[config.mk]
export PLATFORM = sky130hd
export DESIGN_NAME = ccs_unit
export DESIGN_NICKNAME = d
export VERILOG_FILES = /design/src/logic/ccs_sub.v /design/src/logic/ccs_unit.v
export VERILOG_INCLUDE_DIRS = /design/src /design/src/logic
export SDC_FILE = /design/constraint.sdc
export NUM_CORES = 1
export LEC_CHECK = 0
export BUFFER_PORTS_ARGS = -buffer_cell sky130_fd_sc_hd__buf_2
export CORE_UTILIZATION = 67
export CTS_CLUSTER_SIZE = 24
export DETAILED_ROUTE_END_ITERATION = 8
export PLACE_DENSITY_LB_ADDON = 0.15
export SYNTH_ARGS = -nofsm -noshare
export SYNTH_HDL_FRONTEND = slang
export SYNTH_HIERARCHICAL = 1
export SYNTH_SLANG_ARGS = --single-unit
[constraint.sdc]
create_clock -name aclk -period 12.6 [get_ports aclk]
set_input_delay 1.89 -clock aclk [delete_from_list [all_inputs] [get_ports aclk]]
set_output_delay 1.89 -clock aclk [all_outputs]
set_load 0.01 [all_outputs]
[src/logic/ccs_defines.vh]
// Constants for the call, compare and skip execution unit.
// Assumes byte addresses on a 32-bit AXI4-Lite bus, one register per word.
//
// Overview of operation
// - Indirect call loads PC from the 16-bit pointer, keeps flags, takes 3 cycles.
// - Direct call loads PC from the absolute target, keeps flags, takes 4 cycles.
// - Subroutine exit restores PC from the stack, keeps flags, takes 4 cycles.
// - Interrupt exit restores PC from the stack, sets I, takes 4 cycles.
// - Compare-skip-equal skips next instruction when both registers match; flags kept.
// - Compare computes destination minus source, sets Z N V C H, one cycle.
// - Compare with borrow also subtracts carry, sets Z N V C H, one cycle.
// - Compare immediate subtracts opcode constant, discards result, sets flags, one cycle.
// - Skip when the selected source register bit is zero.
// - Skip when the selected source register bit is one; flags kept.
// - Skip when the selected I/O bit is zero; flags kept.
// - Skip when the selected I/O bit is one; flags kept.
// - Branch when selected status bit is one: PC becomes PC plus offset plus one.
`ifndef CCS_DEFINES_VH
`define CCS_DEFINES_VH

// Register byte offsets
`define CCS_OFF_INSTR   8'h00
`define CCS_OFF_OPND    8'h04
`define CCS_OFF_ZPTR    8'h08
`define CCS_OFF_PC      8'h0c
`define CCS_OFF_STATUS  8'h10
`define CCS_OFF_SP      8'h14
`define CCS_OFF_STAT    8'h18

// Instruction word fields
`define CCS_F_OP        3:0
`define CCS_F_BIT       6:4
`define CCS_F_IMM       15:8
`define CCS_F_OFS       14:8
`define CCS_F_TGT       31:16

// Operand word fields
`define CCS_F_DST       7:0
`define CCS_F_SRC       15:8
`define CCS_F_IO        23:16
`define CCS_B_TWO       24

// Status register bit positions
`define CCS_SR_C        0
`define CCS_SR_Z        1
`define CCS_SR_N        2
`define CCS_SR_V        3
`define CCS_SR_H        5
`define CCS_SR_I        7

// Operation codes
`define CCS_OP_IND_CALL 4'h0
`define CCS_OP_CALL     4'h1
`define CCS_OP_SUB_EXIT 4'h2
`define CCS_OP_INT_EXIT 4'h3
`define CCS_OP_CMP_SKIP 4'h4
`define CCS_OP_CMP      4'h5
`define CCS_OP_CMP_BRW  4'h6
`define CCS_OP_CMP_IMM  4'h7
`define CCS_OP_SKIP_RC  4'h8
`define CCS_OP_SKIP_RS  4'h9
`define CCS_OP_SKIP_IC  4'ha
`define CCS_OP_SKIP_IS  4'hb
`define CCS_OP_BR_SET   4'hc

// Cycle counts
`define CCS_CYC_IND     3'h3
`define CCS_CYC_CALL    3'h4
`define CCS_CYC_EXIT    3'h4
`define CCS_CYC_ONE     3'h1
`define CCS_CYC_BRANCH  3'h2

// Reset values
`define CCS_RST_PC      16'h0000
`define CCS_RST_STATUS  8'h00

// AXI responses
`define CCS_RESP_OKAY   2'h0
`define CCS_RESP_SLVERR 2'h2

`endif

[src/logic/ccs_sub.v]
// Eight-bit compare: subtract with optional borrow, flags only.
// Assumes the caller discards the difference and merges flags itself.
`timescale 1ns/1ps
module ccs_sub
(
  // Operands
  input  wire [7:0] a,
  input  wire [7:0] b,
  input  wire       cin,
  // Zero chaining for multi-byte compares
  input  wire       chain,
  input  wire       zin,
  // Flags
  output wire       c,
  output wire       z,
  output wire       n,
  output wire       v,
  output wire       h
);

  wire [8:0] diff;
  wire [7:0] r;

  assign diff = {1'b0, a} - {1'b0, b} - {8'h00, cin};
  assign r    = diff[7:0];
  assign c    = diff[8];
  assign n    = r[7];
  assign v    = (a[7] & ~b[7] & ~r[7]) | (~a[7] & b[7] & r[7]);
  assign h    = (~a[3] & b[3]) | (b[3] & r[3]) | (r[3] & ~a[3]);
  // Chained compare only clears zero, so wide compares stay correct
  assign z    = (r == 8'h00) & (~chain | zin);

endmodule // ccs_sub

[src/logic/ccs_unit.v]
// Call, return, compare, skip and branch execution unit with AXI4-Lite registers.
// Assumes software loads operands before writing the instruction word.
`timescale 1ns/1ps
`include "ccs_defines.vh"
module ccs_unit
#(
  parameter STACK_DEPTH = 16,
  parameter SP_W        = 4
)
(
  // Clock and reset
  input  wire        aclk,
  input  wire        aresetn,
  // Write address channel
  input  wire [7:0]  s_axi_awaddr,
  input  wire        s_axi_awvalid,
  output reg         s_axi_awready,
  // Write data channel
  input  wire [31:0] s_axi_wdata,
  input  wire [3:0]  s_axi_wstrb,
  input  wire        s_axi_wvalid,
  output reg         s_axi_wready,
  // Write response channel
  output reg  [1:0]  s_axi_bresp,
  output reg         s_axi_bvalid,
  input  wire        s_axi_bready,
  // Read address channel
  input  wire [7:0]  s_axi_araddr,
  input  wire        s_axi_arvalid,
  output reg         s_axi_arready,
  // Read data channel
  output reg  [31:0] s_axi_rdata,
  output reg  [1:0]  s_axi_rresp,
  output reg         s_axi_rvalid,
  input  wire        s_axi_rready
);

  function [31:0] merge;
    input [31:0] old;
    input [31:0] nw;
    input [3:0]  strb;
    integer i;
    begin
      merge = old;
      for (i = 0; i < 4; i = i + 1)
        if (strb[i])
          merge[8*i +: 8] = nw[8*i +: 8];
    end
  endfunction

  // Bus holding registers
  reg              aw_got_reg;
  reg  [7:0]       aw_addr_reg;
  reg              w_got_reg;
  reg  [31:0]      w_data_reg;
  reg  [3:0]       w_strb_reg;

  // Architectural state
  reg  [31:0]      instr_reg;
  reg  [31:0]      opnd_reg;
  reg  [15:0]      z_reg;
  reg  [15:0]      pc_reg;
  reg  [7:0]       status_reg;
  reg  [SP_W-1:0]  sp_reg;
  reg  [15:0]      stk [0:STACK_DEPTH-1];

  // Execution state
  reg              busy_reg;
  reg  [2:0]       cnt_reg;
  reg  [2:0]       cyc_last_reg;
  reg              err_reg;
  reg  [15:0]      pc_pend_reg;
  reg  [7:0]       status_pend_reg;

  wire             wr_go;
  wire [31:0]      ins_new;
  wire [3:0]       op;
  wire [2:0]       bsel;
  wire [7:0]       rd_val;
  wire [7:0]       src_val;
  wire [31:0]      z_merged;
  wire [7:0]       io_val;
  wire [15:0]      skip_len;
  wire [15:0]      stk_top;
  wire             f_c;
  wire             f_z;
  wire             f_n;
  wire             f_v;
  wire             f_h;
  wire             start;

  reg  [15:0]      nxt_pc;
  reg  [7:0]       nxt_status;
  reg  [2:0]       cyc;
  reg  [15:0]      ret_addr;
  reg              push;
  reg              pop;
  reg              bad;
  reg  [7:0]       cmp_b;
  reg              cmp_cin;
  reg              cmp_chain;
  reg              skip;
  reg  [31:0]      rd_mux;
  reg              rd_ok;

  assign wr_go    = aw_got_reg & w_got_reg & ~s_axi_bvalid;
  assign ins_new  = merge(instr_reg, w_data_reg, w_strb_reg);
  assign op       = ins_new[`CCS_F_OP];
  assign bsel     = ins_new[`CCS_F_BIT];
  assign rd_val   = opnd_reg[`CCS_F_DST];
  assign src_val  = opnd_reg[`CCS_F_SRC];
  assign z_merged = merge({16'h0000, z_reg}, w_data_reg, w_strb_reg);
  assign io_val   = opnd_reg[`CCS_F_IO];
  assign skip_len = opnd_reg[`CCS_B_TWO] ? 16'h0003 : 16'h0002;
  assign stk_top  = stk[sp_reg - {{(SP_W-1){1'b0}}, 1'b1}];
  assign start    = wr_go & (aw_addr_reg == `CCS_OFF_INSTR) & ~busy_reg;

  ccs_sub u_sub
  (
    .a     (rd_val),
    .b     (cmp_b),
    .cin   (cmp_cin),
    .chain (cmp_chain),
    .zin   (status_reg[`CCS_SR_Z]),
    .c     (f_c),
    .z     (f_z),
    .n     (f_n),
    .v     (f_v),
    .h     (f_h)
  );

  // Decode of the instruction being written
  always @*
  begin
    nxt_pc    = pc_reg + 16'h0001;
    nxt_status = status_reg;
    cyc       = `CCS_CYC_ONE;
    ret_addr  = pc_reg + 16'h0001;
    push      = 1'b0;
    pop       = 1'b0;
    bad       = 1'b0;
    cmp_b     = src_val;
    cmp_cin   = 1'b0;
    cmp_chain = 1'b0;
    skip      = 1'b0;
    case (op)
      `CCS_OP_IND_CALL:
      begin
        nxt_pc = z_reg;
        push   = 1'b1;
        cyc    = `CCS_CYC_IND;
      end
      `CCS_OP_CALL:
      begin
        nxt_pc   = ins_new[`CCS_F_TGT];
        ret_addr = pc_reg + 16'h0002;
        push     = 1'b1;
        cyc      = `CCS_CYC_CALL;
      end
      `CCS_OP_SUB_EXIT:
      begin
        nxt_pc = stk_top;
        pop    = 1'b1;
        cyc    = `CCS_CYC_EXIT;
      end
      `CCS_OP_INT_EXIT:
      begin
        nxt_pc                = stk_top;
        nxt_status[`CCS_SR_I] = 1'b1;
        pop                   = 1'b1;
        cyc                   = `CCS_CYC_EXIT;
      end
      `CCS_OP_CMP_SKIP:
        skip = (rd_val == src_val);
      `CCS_OP_CMP, `CCS_OP_CMP_BRW, `CCS_OP_CMP_IMM:
      begin
        if (op == `CCS_OP_CMP_IMM)
          cmp_b = ins_new[`CCS_F_IMM];
        if (op == `CCS_OP_CMP_BRW)
        begin
          cmp_cin   = status_reg[`CCS_SR_C];
          cmp_chain = 1'b1;
        end
        nxt_status[`CCS_SR_C] = f_c;
        nxt_status[`CCS_SR_Z] = f_z;
        nxt_status[`CCS_SR_N] = f_n;
        nxt_status[`CCS_SR_V] = f_v;
        nxt_status[`CCS_SR_H] = f_h;
      end
      `CCS_OP_SKIP_RC:
        skip = ~src_val[bsel];
      `CCS_OP_SKIP_RS:
        skip = src_val[bsel];
      `CCS_OP_SKIP_IC:
        skip = ~io_val[bsel];
      `CCS_OP_SKIP_IS:
        skip = io_val[bsel];
      `CCS_OP_BR_SET:
        if (status_reg[bsel])
        begin
          nxt_pc = pc_reg + {{9{ins_new[14]}}, ins_new[`CCS_F_OFS]} + 16'h0001;
          cyc    = `CCS_CYC_BRANCH;
        end
      default:
        bad = 1'b1;
    endcase
    if (skip)
    begin
      nxt_pc = pc_reg + skip_len;
      cyc    = skip_len[2:0];
    end
  end

  // Return stack storage, no reset needed
  always @(posedge aclk)
  begin
    if (start & push & ~bad)
      stk[sp_reg] <= ret_addr;
  end

  // Write channels; address and data accepted in either order
  always @(posedge aclk)
  begin
    if (!aresetn)
    begin
      aw_got_reg    <= 1'b0;
      aw_addr_reg   <= 8'h00;
      w_got_reg     <= 1'b0;
      w_data_reg    <= 32'h0000_0000;
      w_strb_reg    <= 4'h0;
      s_axi_awready <= 1'b0;
      s_axi_wready  <= 1'b0;
      s_axi_bvalid  <= 1'b0;
      s_axi_bresp   <= `CCS_RESP_OKAY;
    end
    else
    begin
      s_axi_awready <= ~aw_got_reg & ~(s_axi_awvalid & s_axi_awready) & ~s_axi_bvalid;
      s_axi_wready  <= ~w_got_reg & ~(s_axi_wvalid & s_axi_wready) & ~s_axi_bvalid;
      if (s_axi_awvalid & s_axi_awready)
      begin
        aw_got_reg  <= 1'b1;
        aw_addr_reg <= s_axi_awaddr;
      end
      if (s_axi_wvalid & s_axi_wready)
      begin
        w_got_reg  <= 1'b1;
        w_data_reg <= s_axi_wdata;
        w_strb_reg <= s_axi_wstrb;
      end
      if (wr_go)
      begin
        aw_got_reg   <= 1'b0;
        w_got_reg    <= 1'b0;
        s_axi_bvalid <= 1'b1;
        case (aw_addr_reg)
          `CCS_OFF_OPND, `CCS_OFF_ZPTR, `CCS_OFF_STAT:
            s_axi_bresp <= `CCS_RESP_OKAY;
          // State that execution owns is locked while busy
          `CCS_OFF_INSTR, `CCS_OFF_PC, `CCS_OFF_STATUS, `CCS_OFF_SP:
            s_axi_bresp <= busy_reg ? `CCS_RESP_SLVERR : `CCS_RESP_OKAY;
          default:
            s_axi_bresp <= `CCS_RESP_SLVERR;
        endcase
      end
      else if (s_axi_bvalid & s_axi_bready)
        s_axi_bvalid <= 1'b0;
    end
  end

  // Register writes and execution sequencing
  always @(posedge aclk)
  begin
    if (!aresetn)
    begin
      instr_reg     <= 32'h0000_0000;
      opnd_reg      <= 32'h0000_0000;
      z_reg         <= 16'h0000;
      pc_reg        <= `CCS_RST_PC;
      status_reg    <= `CCS_RST_STATUS;
      sp_reg        <= {SP_W{1'b0}};
      busy_reg      <= 1'b0;
      cnt_reg       <= 3'h0;
      cyc_last_reg  <= 3'h0;
      err_reg       <= 1'b0;
      pc_pend_reg   <= 16'h0000;
      status_pend_reg <= 8'h00;
    end
    else
    begin
      if (busy_reg)
      begin
        cnt_reg <= cnt_reg - 3'h1;
        if (cnt_reg == 3'h1)
        begin
          busy_reg <= 1'b0;
          pc_reg     <= pc_pend_reg;
          status_reg <= status_pend_reg;
        end
      end
      if (wr_go)
      begin
        case (aw_addr_reg)
          `CCS_OFF_OPND:
            opnd_reg <= merge(opnd_reg, w_data_reg, w_strb_reg) & 32'h01ff_ffff;
          `CCS_OFF_ZPTR:
            z_reg <= z_merged[15:0];
          `CCS_OFF_PC:
            if (!busy_reg)
              pc_reg <= w_strb_reg[1:0] == 2'h3 ? w_data_reg[15:0] : pc_reg;
          `CCS_OFF_STATUS:
            if (!busy_reg && w_strb_reg[0])
              status_reg <= w_data_reg[7:0];
          `CCS_OFF_SP:
            if (!busy_reg && w_strb_reg[0])
              sp_reg <= w_data_reg[SP_W-1:0];
          default:
            ;
        endcase
      end
      if (start)
      begin
        instr_reg    <= ins_new;
        err_reg      <= bad;
        cyc_last_reg <= bad ? 3'h0 : cyc;
        if (!bad)
        begin
          if (push)
            sp_reg <= sp_reg + {{(SP_W-1){1'b0}}, 1'b1};
          if (pop)
            sp_reg <= sp_reg - {{(SP_W-1){1'b0}}, 1'b1};
          if (cyc == `CCS_CYC_ONE)
          begin
            pc_reg     <= nxt_pc;
            status_reg <= nxt_status;
          end
          else
          begin
            busy_reg      <= 1'b1;
            cnt_reg       <= cyc - 3'h1;
            pc_pend_reg     <= nxt_pc;
            status_pend_reg <= nxt_status;
          end
        end
      end
    end
  end

  // Read mux
  always @*
  begin
    rd_ok  = 1'b1;
    rd_mux = 32'h0000_0000;
    case (s_axi_araddr)
      `CCS_OFF_INSTR: rd_mux = instr_reg;
      `CCS_OFF_OPND:  rd_mux = opnd_reg;
      `CCS_OFF_ZPTR:  rd_mux = {16'h0000, z_reg};
      `CCS_OFF_PC:    rd_mux = {16'h0000, pc_reg};
      `CCS_OFF_STATUS: rd_mux = {24'h000000, status_reg};
      `CCS_OFF_SP:    rd_mux[SP_W-1:0] = sp_reg;
      `CCS_OFF_STAT:  rd_mux = {25'h0, cyc_last_reg, 2'h0, err_reg, busy_reg};
      default:        rd_ok = 1'b0;
    endcase
  end

  // Read channels
  always @(posedge aclk)
  begin
    if (!aresetn)
    begin
      s_axi_arready <= 1'b0;
      s_axi_rvalid  <= 1'b0;
      s_axi_rdata   <= 32'h0000_0000;
      s_axi_rresp   <= `CCS_RESP_OKAY;
    end
    else
    begin
      s_axi_arready <= ~s_axi_rvalid & ~(s_axi_arvalid & s_axi_arready);
      if (s_axi_arvalid & s_axi_arready)
      begin
        s_axi_rvalid <= 1'b1;
        s_axi_rdata  <= rd_mux;
        s_axi_rresp  <= rd_ok ? `CCS_RESP_OKAY : `CCS_RESP_SLVERR;
      end
      else if (s_axi_rvalid & s_axi_rready)
        s_axi_rvalid <= 1'b0;
    end
  end

endmodule // ccs_unit

==> results of run 1 <==
power by group through the flow:
| stage | Combinational (mW) | Clock (mW) | Sequential, mW |
|---|---|---|---|
| global placement | 0.123 | 0 | 1.68 |
| detailed placement | 0.126 | 0 | 1.68 |
| global route | 0.139 | 1.51 | 1.65 |
| finish | 0.131 | 1.45 | 1.65 |
| floorplan | 0.0887 | 0 | 1.67 |
| CTS | 0.128 | 1.45 | 1.65 |
through the flow:
| step | instances | hold WS, ns | setup slack (ns) | total power [mW] |
|---|---|---|---|---|
| floorplan | 2085 | 0.432 | 8.43 | 1.76 |
| global placement | 2539 | 0.429 | 7.23 | 1.80 |
| detailed placement | 2539 | 0.442 | 7.17 | 1.81 |
| CTS | 2623 | 0.454 | 7.14 | 3.22 |
| global route | 2623 | 0.472 | 6.64 | 3.29 |
| finish | 2623 | 0.454 | 7.01 | 3.23 |
worst paths after layout:
| kind | from | to | slack, ns |
|---|---|---|---|
| min | s_axi_rvalid | s_axi_arready | 0.45 |
| max reg2reg | w_strb_reg[0] | pc_reg[5] | 7.01 |
| min reg2reg | s_axi_rvalid | s_axi_arready | 0.45 |
| max | w_strb_reg[0] | pc_reg[5] | 7.01 |
final cells by class:
class,instances,area (µm²)
Inverter,54,205
Timing Repair Buffer,146,853
Sequential cell,474,12100
Fill cell,2132,8250
Multi-Input combinational cell,1417,10000
Tap cell,448,561
Clock buffer,64,1290
Clock inverter,20,275
routing by layer:
| layer | track usage, % | share of wire (%) | vias up |
|---|---|---|---|
| met5 | 0 | 0.012 | - |
| met4 | 25.8 | 6.9 | 2 |
| met3 | 9.37 | 11 | 323 |
| met2 | 67.6 | 46 | 1349 |
| met1 | 54.8 | 36 | 8780 |
| li1 | - | - | 7826 |
cells by family (layout without fill, tap and decap cells):
kind of cell    count (synthesis)  count (layout)  share of synthesized area, %
buf+inv                       194             284                          3.48
simple gates                  666             666                          13.2
compound gates                451             451                          13.4
other cells                     1               2                        0.0164
fa+ha+maj                      47              47                          2.67
xor+xnor                       68              68                          2.64
mux                           183             183                          11.8
flops                         474             474                          52.8
placed cells by master (no fill, tap or decap), types with 45 or more instances in the layout:
master and count:
o21ai_0 64, mux2i_1 103, a21oi_1 139, clkbuf_16 48
buf_4 49, nand3_1 45, nand2_1 257, edfxtp_1 256
buf_2 97, nor2_1 213, dfxtp_1 217, mux4_2 65
inv_1 52
synthesized netlist by cell type (all sizes together), types with 16 or more instances:
library cell	count	area [µm²]
xor2	32	280
mux2i	106	1080
nand2b	16	100
a211oi	36	285
inv	54	203
a21oi	140	704
o22ai	20	131
nand2	258	976
o21ai	67	335
dfxtp	218	4360
nand3	46	235
edfxtp	256	7690
clkbuf	100	377
a22oi	20	150
buf	40	215
ha	44	551
xnor2	36	323
o31ai	18	135
o211ai	19	148
mux4	65	1460
nor2	218	818
nor3	37	205
==> impl_metrics.tcl, run 1 <==
set metrics [dict create \
    synth_edf_count 256 \
    grt_max_degree 66 \
    wirelength_um 74600 \
    peakVddDrop_mv 0.136 \
    grt_pass1_vias 17700 \
    clk_pin_slew_ns 0.06 \
    async_reset_ff_share_pct 0 \
    clkLatencyLatePin_ns 0.58 \
    place_congestion 1.03 \
    max_cap_violations 0 \
    synthCells 2084 \
    tritoncts.num_buffers 47 \
    nNetsFinal 2246 \
    worst_path_max_delay_cell "nor4b_2" \
    yosysSeqAreaShare_pct 52.8 \
    hold_depth 1 \
    hold_violations 0 \
    synth_area_per_cell_um2 11.0 \
    portBuffers 97 \
    pwr-share-seq_pct 51.0 \
    p_sw_mw 0.716 \
    yosysUniqueCellTypes 96 \
    root_buffer "clkbuf_16" \
    fmax_mhz 179 \
    avgRoutedWirePerCell_um 28.4 \
    ys_seq_elements 474 \
    internal_power_mw 2.51 \
    avgViaCountPerCell 6.97 \
    die_w_um 187 \
    crit_path_cell_trace "buf_4, mux2i_1, nand2_1, nor2_1, nor4b_2, nor2_1, nand4_1, and2_1, inv_1, ha_1, nand3_1, nand2_1, or3_1, o221ai_1" \
    syn_to_final_growth_pct 10.8 \
    setup_tns_ns 0 \
    die_h_um 187 \
    cts_hold_repair.buffers 0 \
    worst-path-max-fanout 39 \
    worst-path-buf-inv 2 \
    relSlewSlack_pct 7.65 \
    slowest_delay_ns 1.00 \
    worst_clock_skew_ns 0.0207 \
    worstHoldPathType "flip-flop to flip-flop" \
    combPwrFrac_pct 4.0 \
    arrival_ns 6.06 \
    antennaDiodeCount 0 \
    placed_cell_area_mm2 0.0237 \
    worst-r2r-cell-count 14 \
    cts_sinks 474 \
    drv_slew 0 \
    grt_pass1_wl_um 112000 \
    ant_nets 0 \
    synth_area_mm2 0.0228 \
    largest_reg_flops 256 \
    crit_cells 14 \
    num_vias 18300 \
    fin_crit_sh_pct 44.3 \
    ioPinCount 100 \
    overflow 0 \
    cp-end-kind "flip-flop" \
    setup_viol 0 \
    status "completed" \
    remaining_drc_errors 0 \
    worst_pin_slew_ns 1.38 \
    drive_above_1_share_pct 15.7 \
    drt_iter0_drc 2608 \
    largest-register "stk" \
    rsz0062_at_grt "false" \
    yosysWarnings 6 \
    core.rowCount 67 \
    swShare_pct 22.2 \
    dr.pass1.iters 7 \
    die_area_mm2 0.0348 \
    antenna_found_initial 1 \
    grt_usage_pct 42.9 \
    fin_util_pct 75.4 \
    post-route-min-period_ns 5.59 \
    worstPathRequired_ns 13.07 \
    initial_utilization_pct 68.1 \
    synth_flop_cell "edfxtp_1" \
    cts-resized-gates 0 \
    cts_tree "built" \
    coreArea_mm2 0.0335 \
    worstSetupPathType "flip-flop to flip-flop" \
    htreeDepth 2 \
    static-leakage-power_nw 9.17 \
    post_cts_buffers 0 \
    p_clk_share_pct 44.9 \
    detailed_place_hpwl_um 49400 \
    cp_top_family "simple AND/OR/NAND/NOR gates" \
    p_per_area_mw_per_mm2 128 \
    max-clock-path-buffers 3 \
    design_area_mm2 0.0253 \
    start_kind "flip-flop" \
]
Note: power is estimated with default switching activity, not from simulation.
==> run 2, diff against run 1 <==
Settings changed: ABC_AREA from default to 1, CORE_UTILIZATION 67 to 62.
Clock period 12.6 ns to 5.3 ns, I/O delays scaled along.
==> impl_metrics.tcl, run 2 <==
set metrics [dict create \
    peakVddDrop_mv 0.372 \
    worst_path_most_repeated_cell "nand2_1" \
    cp-end-kind "flip-flop" \
    crit_path_cell_trace "buf_4, nand2_1, o21ai_2, nand2_1, nor2_1, nand2_1, o21ai_0, inv_1, fa_1, inv_1, ha_1, o21ai_2, nand2_1, nand2_1, nand3_1, nand2_2, nor2_1, a21oi_1, o21ai_0, a21oi_1" \
    root_buffer "clkbuf_16" \
    worstHoldPathType "input port to flip-flop" \
    status "completed" \
    synth_flop_cell "edfxtp_1" \
    avgRoutedWirePerCell_um 22.4 \
    cts_tree "built" \
    cts_hold_repair.buffers 0 \
    max_cap_violations 0 \
    overflow 0 \
    core.rowCount 71 \
    setup_viol 0 \
    synth_area_mm2 0.0239 \
    relSlewSlack_pct 17.9 \
    yosysMostFrequentCell "nand2_1" \
    dr.pass1.iters 9 \
    tritoncts.num_buffers 48 \
    hold_violations 0 \
    worstPathRequired_ns 5.81 \
    worst-path-buf-inv 3 \
    ant_nets 0 \
    worst_path_max_delay_cell "nor2_1" \
    grt_usage_pct 40.4 \
    setup_tns_ns 0 \
    syn_to_final_growth_pct 10.5 \
    rr_endpoint "status_pend_reg[2]" \
    yosysWarnings 6 \
    num_vias 22100 \
    largest_reg_flops 256 \
    drive_above_1_share_pct 9.41 \
    slowest_delay_ns 0.63 \
    die_h_um 198 \
    rsz0062_at_grt "false" \
    grt_max_degree 89 \
    synthCells 2987 \
    clk_pin_slew_ns 0.06 \
    portBuffers 97 \
    whs_endpoint "s_axi_rvalid" \
    worstSetupPathType "flip-flop to flip-flop" \
    avgViaCountPerCell 6.18 \
    detailed_place_hpwl_um 55600 \
    arrival_ns 4.55 \
    remaining_drc_errors 0 \
    grt_pass1_vias 20000 \
    ioPinCount 100 \
    design_area_mm2 0.0264 \
    drv_slew 0 \
    synth_top_area_share_pct 32.2 \
    fmax_mhz 247 \
    htreeDepth 2 \
    nNetsFinal 3127 \
    yosysUniqueCellTypes 54 \
    async_reset_ff_share_pct 0 \
    start_kind "flip-flop" \
    die_area_mm2 0.0393 \
    max-clock-path-buffers 3 \
    post_cts_buffers 0 \
    cp_top_family "simple AND/OR/NAND/NOR gates" \
    yosys-top-cells-area "edfxtp_1, dfxtp_1, nand2_1, nand3_1, o21ai_0" \
    static-leakage-power_nw 10.5 \
    wirelength_um 80100 \
    die_w_um 198 \
    worst_pin_slew_ns 1.23 \
    coreArea_mm2 0.0378 \
    synth_top_cells_by_count "nand2_1, nor2_1, nand3_1" \
    ys_seq_elements 474 \
    worst-r2r-cell-count 20 \
    mostFrequentLayoutCell "nand2_1" \
    worst-path-max-fanout 16 \
    worst_clock_skew_ns 0.0242 \
    min-delay-start "s_axi_rready" \
    synth_edf_count 256 \
    drt_iter0_drc 2801 \
    hold_depth 2 \
    synth_area_leader_cell "edfxtp_1" \
    yosysSeqAreaShare_pct 50.5 \
    antenna_found_initial 1 \
    r2r-start "w_strb_reg[0]" \
    largest-register "stk" \
    initial_utilization_pct 63.2 \
    place_congestion 1.04 \
    p_per_area_mw_per_mm2 301 \
    r2r_slack_ns 1.26 \
    post-route-min-period_ns 4.04 \
    clkLatencyLatePin_ns 0.60 \
    cts_sinks 474 \
    placed_cell_area_mm2 0.0247 \
    cts-resized-gates 0 \
    synth_area_per_cell_um2 7.99 \
    grt_pass1_wl_um 118000 \
    fin_crit_sh_pct 76.3 \
    mostFrequentLayoutCells "nand2_1, nor2_1, nand3_1, inv_1, o21ai_0" \
]
-- run 2: cell types whose count changed after synthesis, moves of 13 or more --
cell | previous run | this run
nand2b_1 | 16 | 0
inv_1 | 53 | 291
mux4_2 | 65 | 0
o21ai_0 | 64 | 281
a22oi_1 | 20 | 0
nand2_1 | 257 | 656
xnor2_1 | 35 | 10
nor2_1 | 218 | 338
and3_1 | 15 | 0
a222oi_1 | 13 | 0
mux2i_1 | 103 | 0
nand3_1 | 45 | 322
-- run 2: worst max path at each step --
| stage | start | to | slack (ns) | cells past startpoint |
|---|---|---|---|---|
| after global placement | w_strb_reg[0] | status_pend_reg[3] | 1.40 | 21 |
| after detailed placement | w_data_reg[3] | status_pend_reg[3] | 1.36 | 23 |
| after global routing | w_data_reg[3] | status_pend_reg[3] | 0.78 | 23 |
| final | w_strb_reg[0] | status_pend_reg[2] | 1.26 | 20 |
| after CTS | w_strb_reg[0] | status_pend_reg[3] | 1.32 | 21 |
| after floorplan | w_strb_reg[0] | status_reg[1] | 1.91 | 21 |
-- run 2: logic make-up after synthesis --
| kind of cell | Yosys count | synth area share (%) |
|---|---|---|
| and+or+nand+nor | 1409 | 24.9 |
| adders and majority gates | 47 | 2.56 |
| AOI/OAI and AO/OA | 542 | 12.6 |
| xor gates and xnor gates | 50 | 1.84 |
| DFF | 474 | 50.5 |
| other | 1 | 0.0157 |
| buffers and inverters | 464 | 7.62 |
-- run 2: layout make-up --
| class | count | area (µm²) |
|---|---|---|
| sequential | 474 | 12100 |
| fill | 3022 | 11400 |
| inverter | 305 | 1150 |
| multi-input combinational | 2050 | 10000 |
| clock inverter | 23 | 245 |
| antenna | 1 | 2.50 |
| clock buffer | 66 | 1410 |
| timing repair buffer | 142 | 823 |
| tap | 511 | 639 |
-- run 2: through the flow --
step                      hold slack, ns  utilization, %  worst slack, ns  std cells  power (mW)
after floorplan                    0.397               -             1.91       2988        4.28
after global placement             0.414            65.4             1.40       3482        4.44
after detailed placement           0.420            65.4             1.36       3482        4.45
after CTS                          0.381            69.8             1.32       3571        7.91
after global routing               0.406            69.8            0.784       3571        8.10
final                              0.394            69.8             1.26       3572        7.94
-- run 2: metal layers --
layer	vias up	GRT usage, %	part of all wire (%)	wire (µm)
met1	10300	57.8	40	32100
met3	201	10.2	14	11100
li1	10000	-	-	-
met4	0	15.3	3.6	2850
met2	1548	58.9	42	34000
met5	-	0	0	0
-- run 2: where the power goes --
group,switching [mW],leakage [nW],internal (mW)
logic,0.350,5.86,0.120
registers,0.0456,3.79,3.88
clock network,1.48,0.812,2.07
total,1.87,10.5,6.06
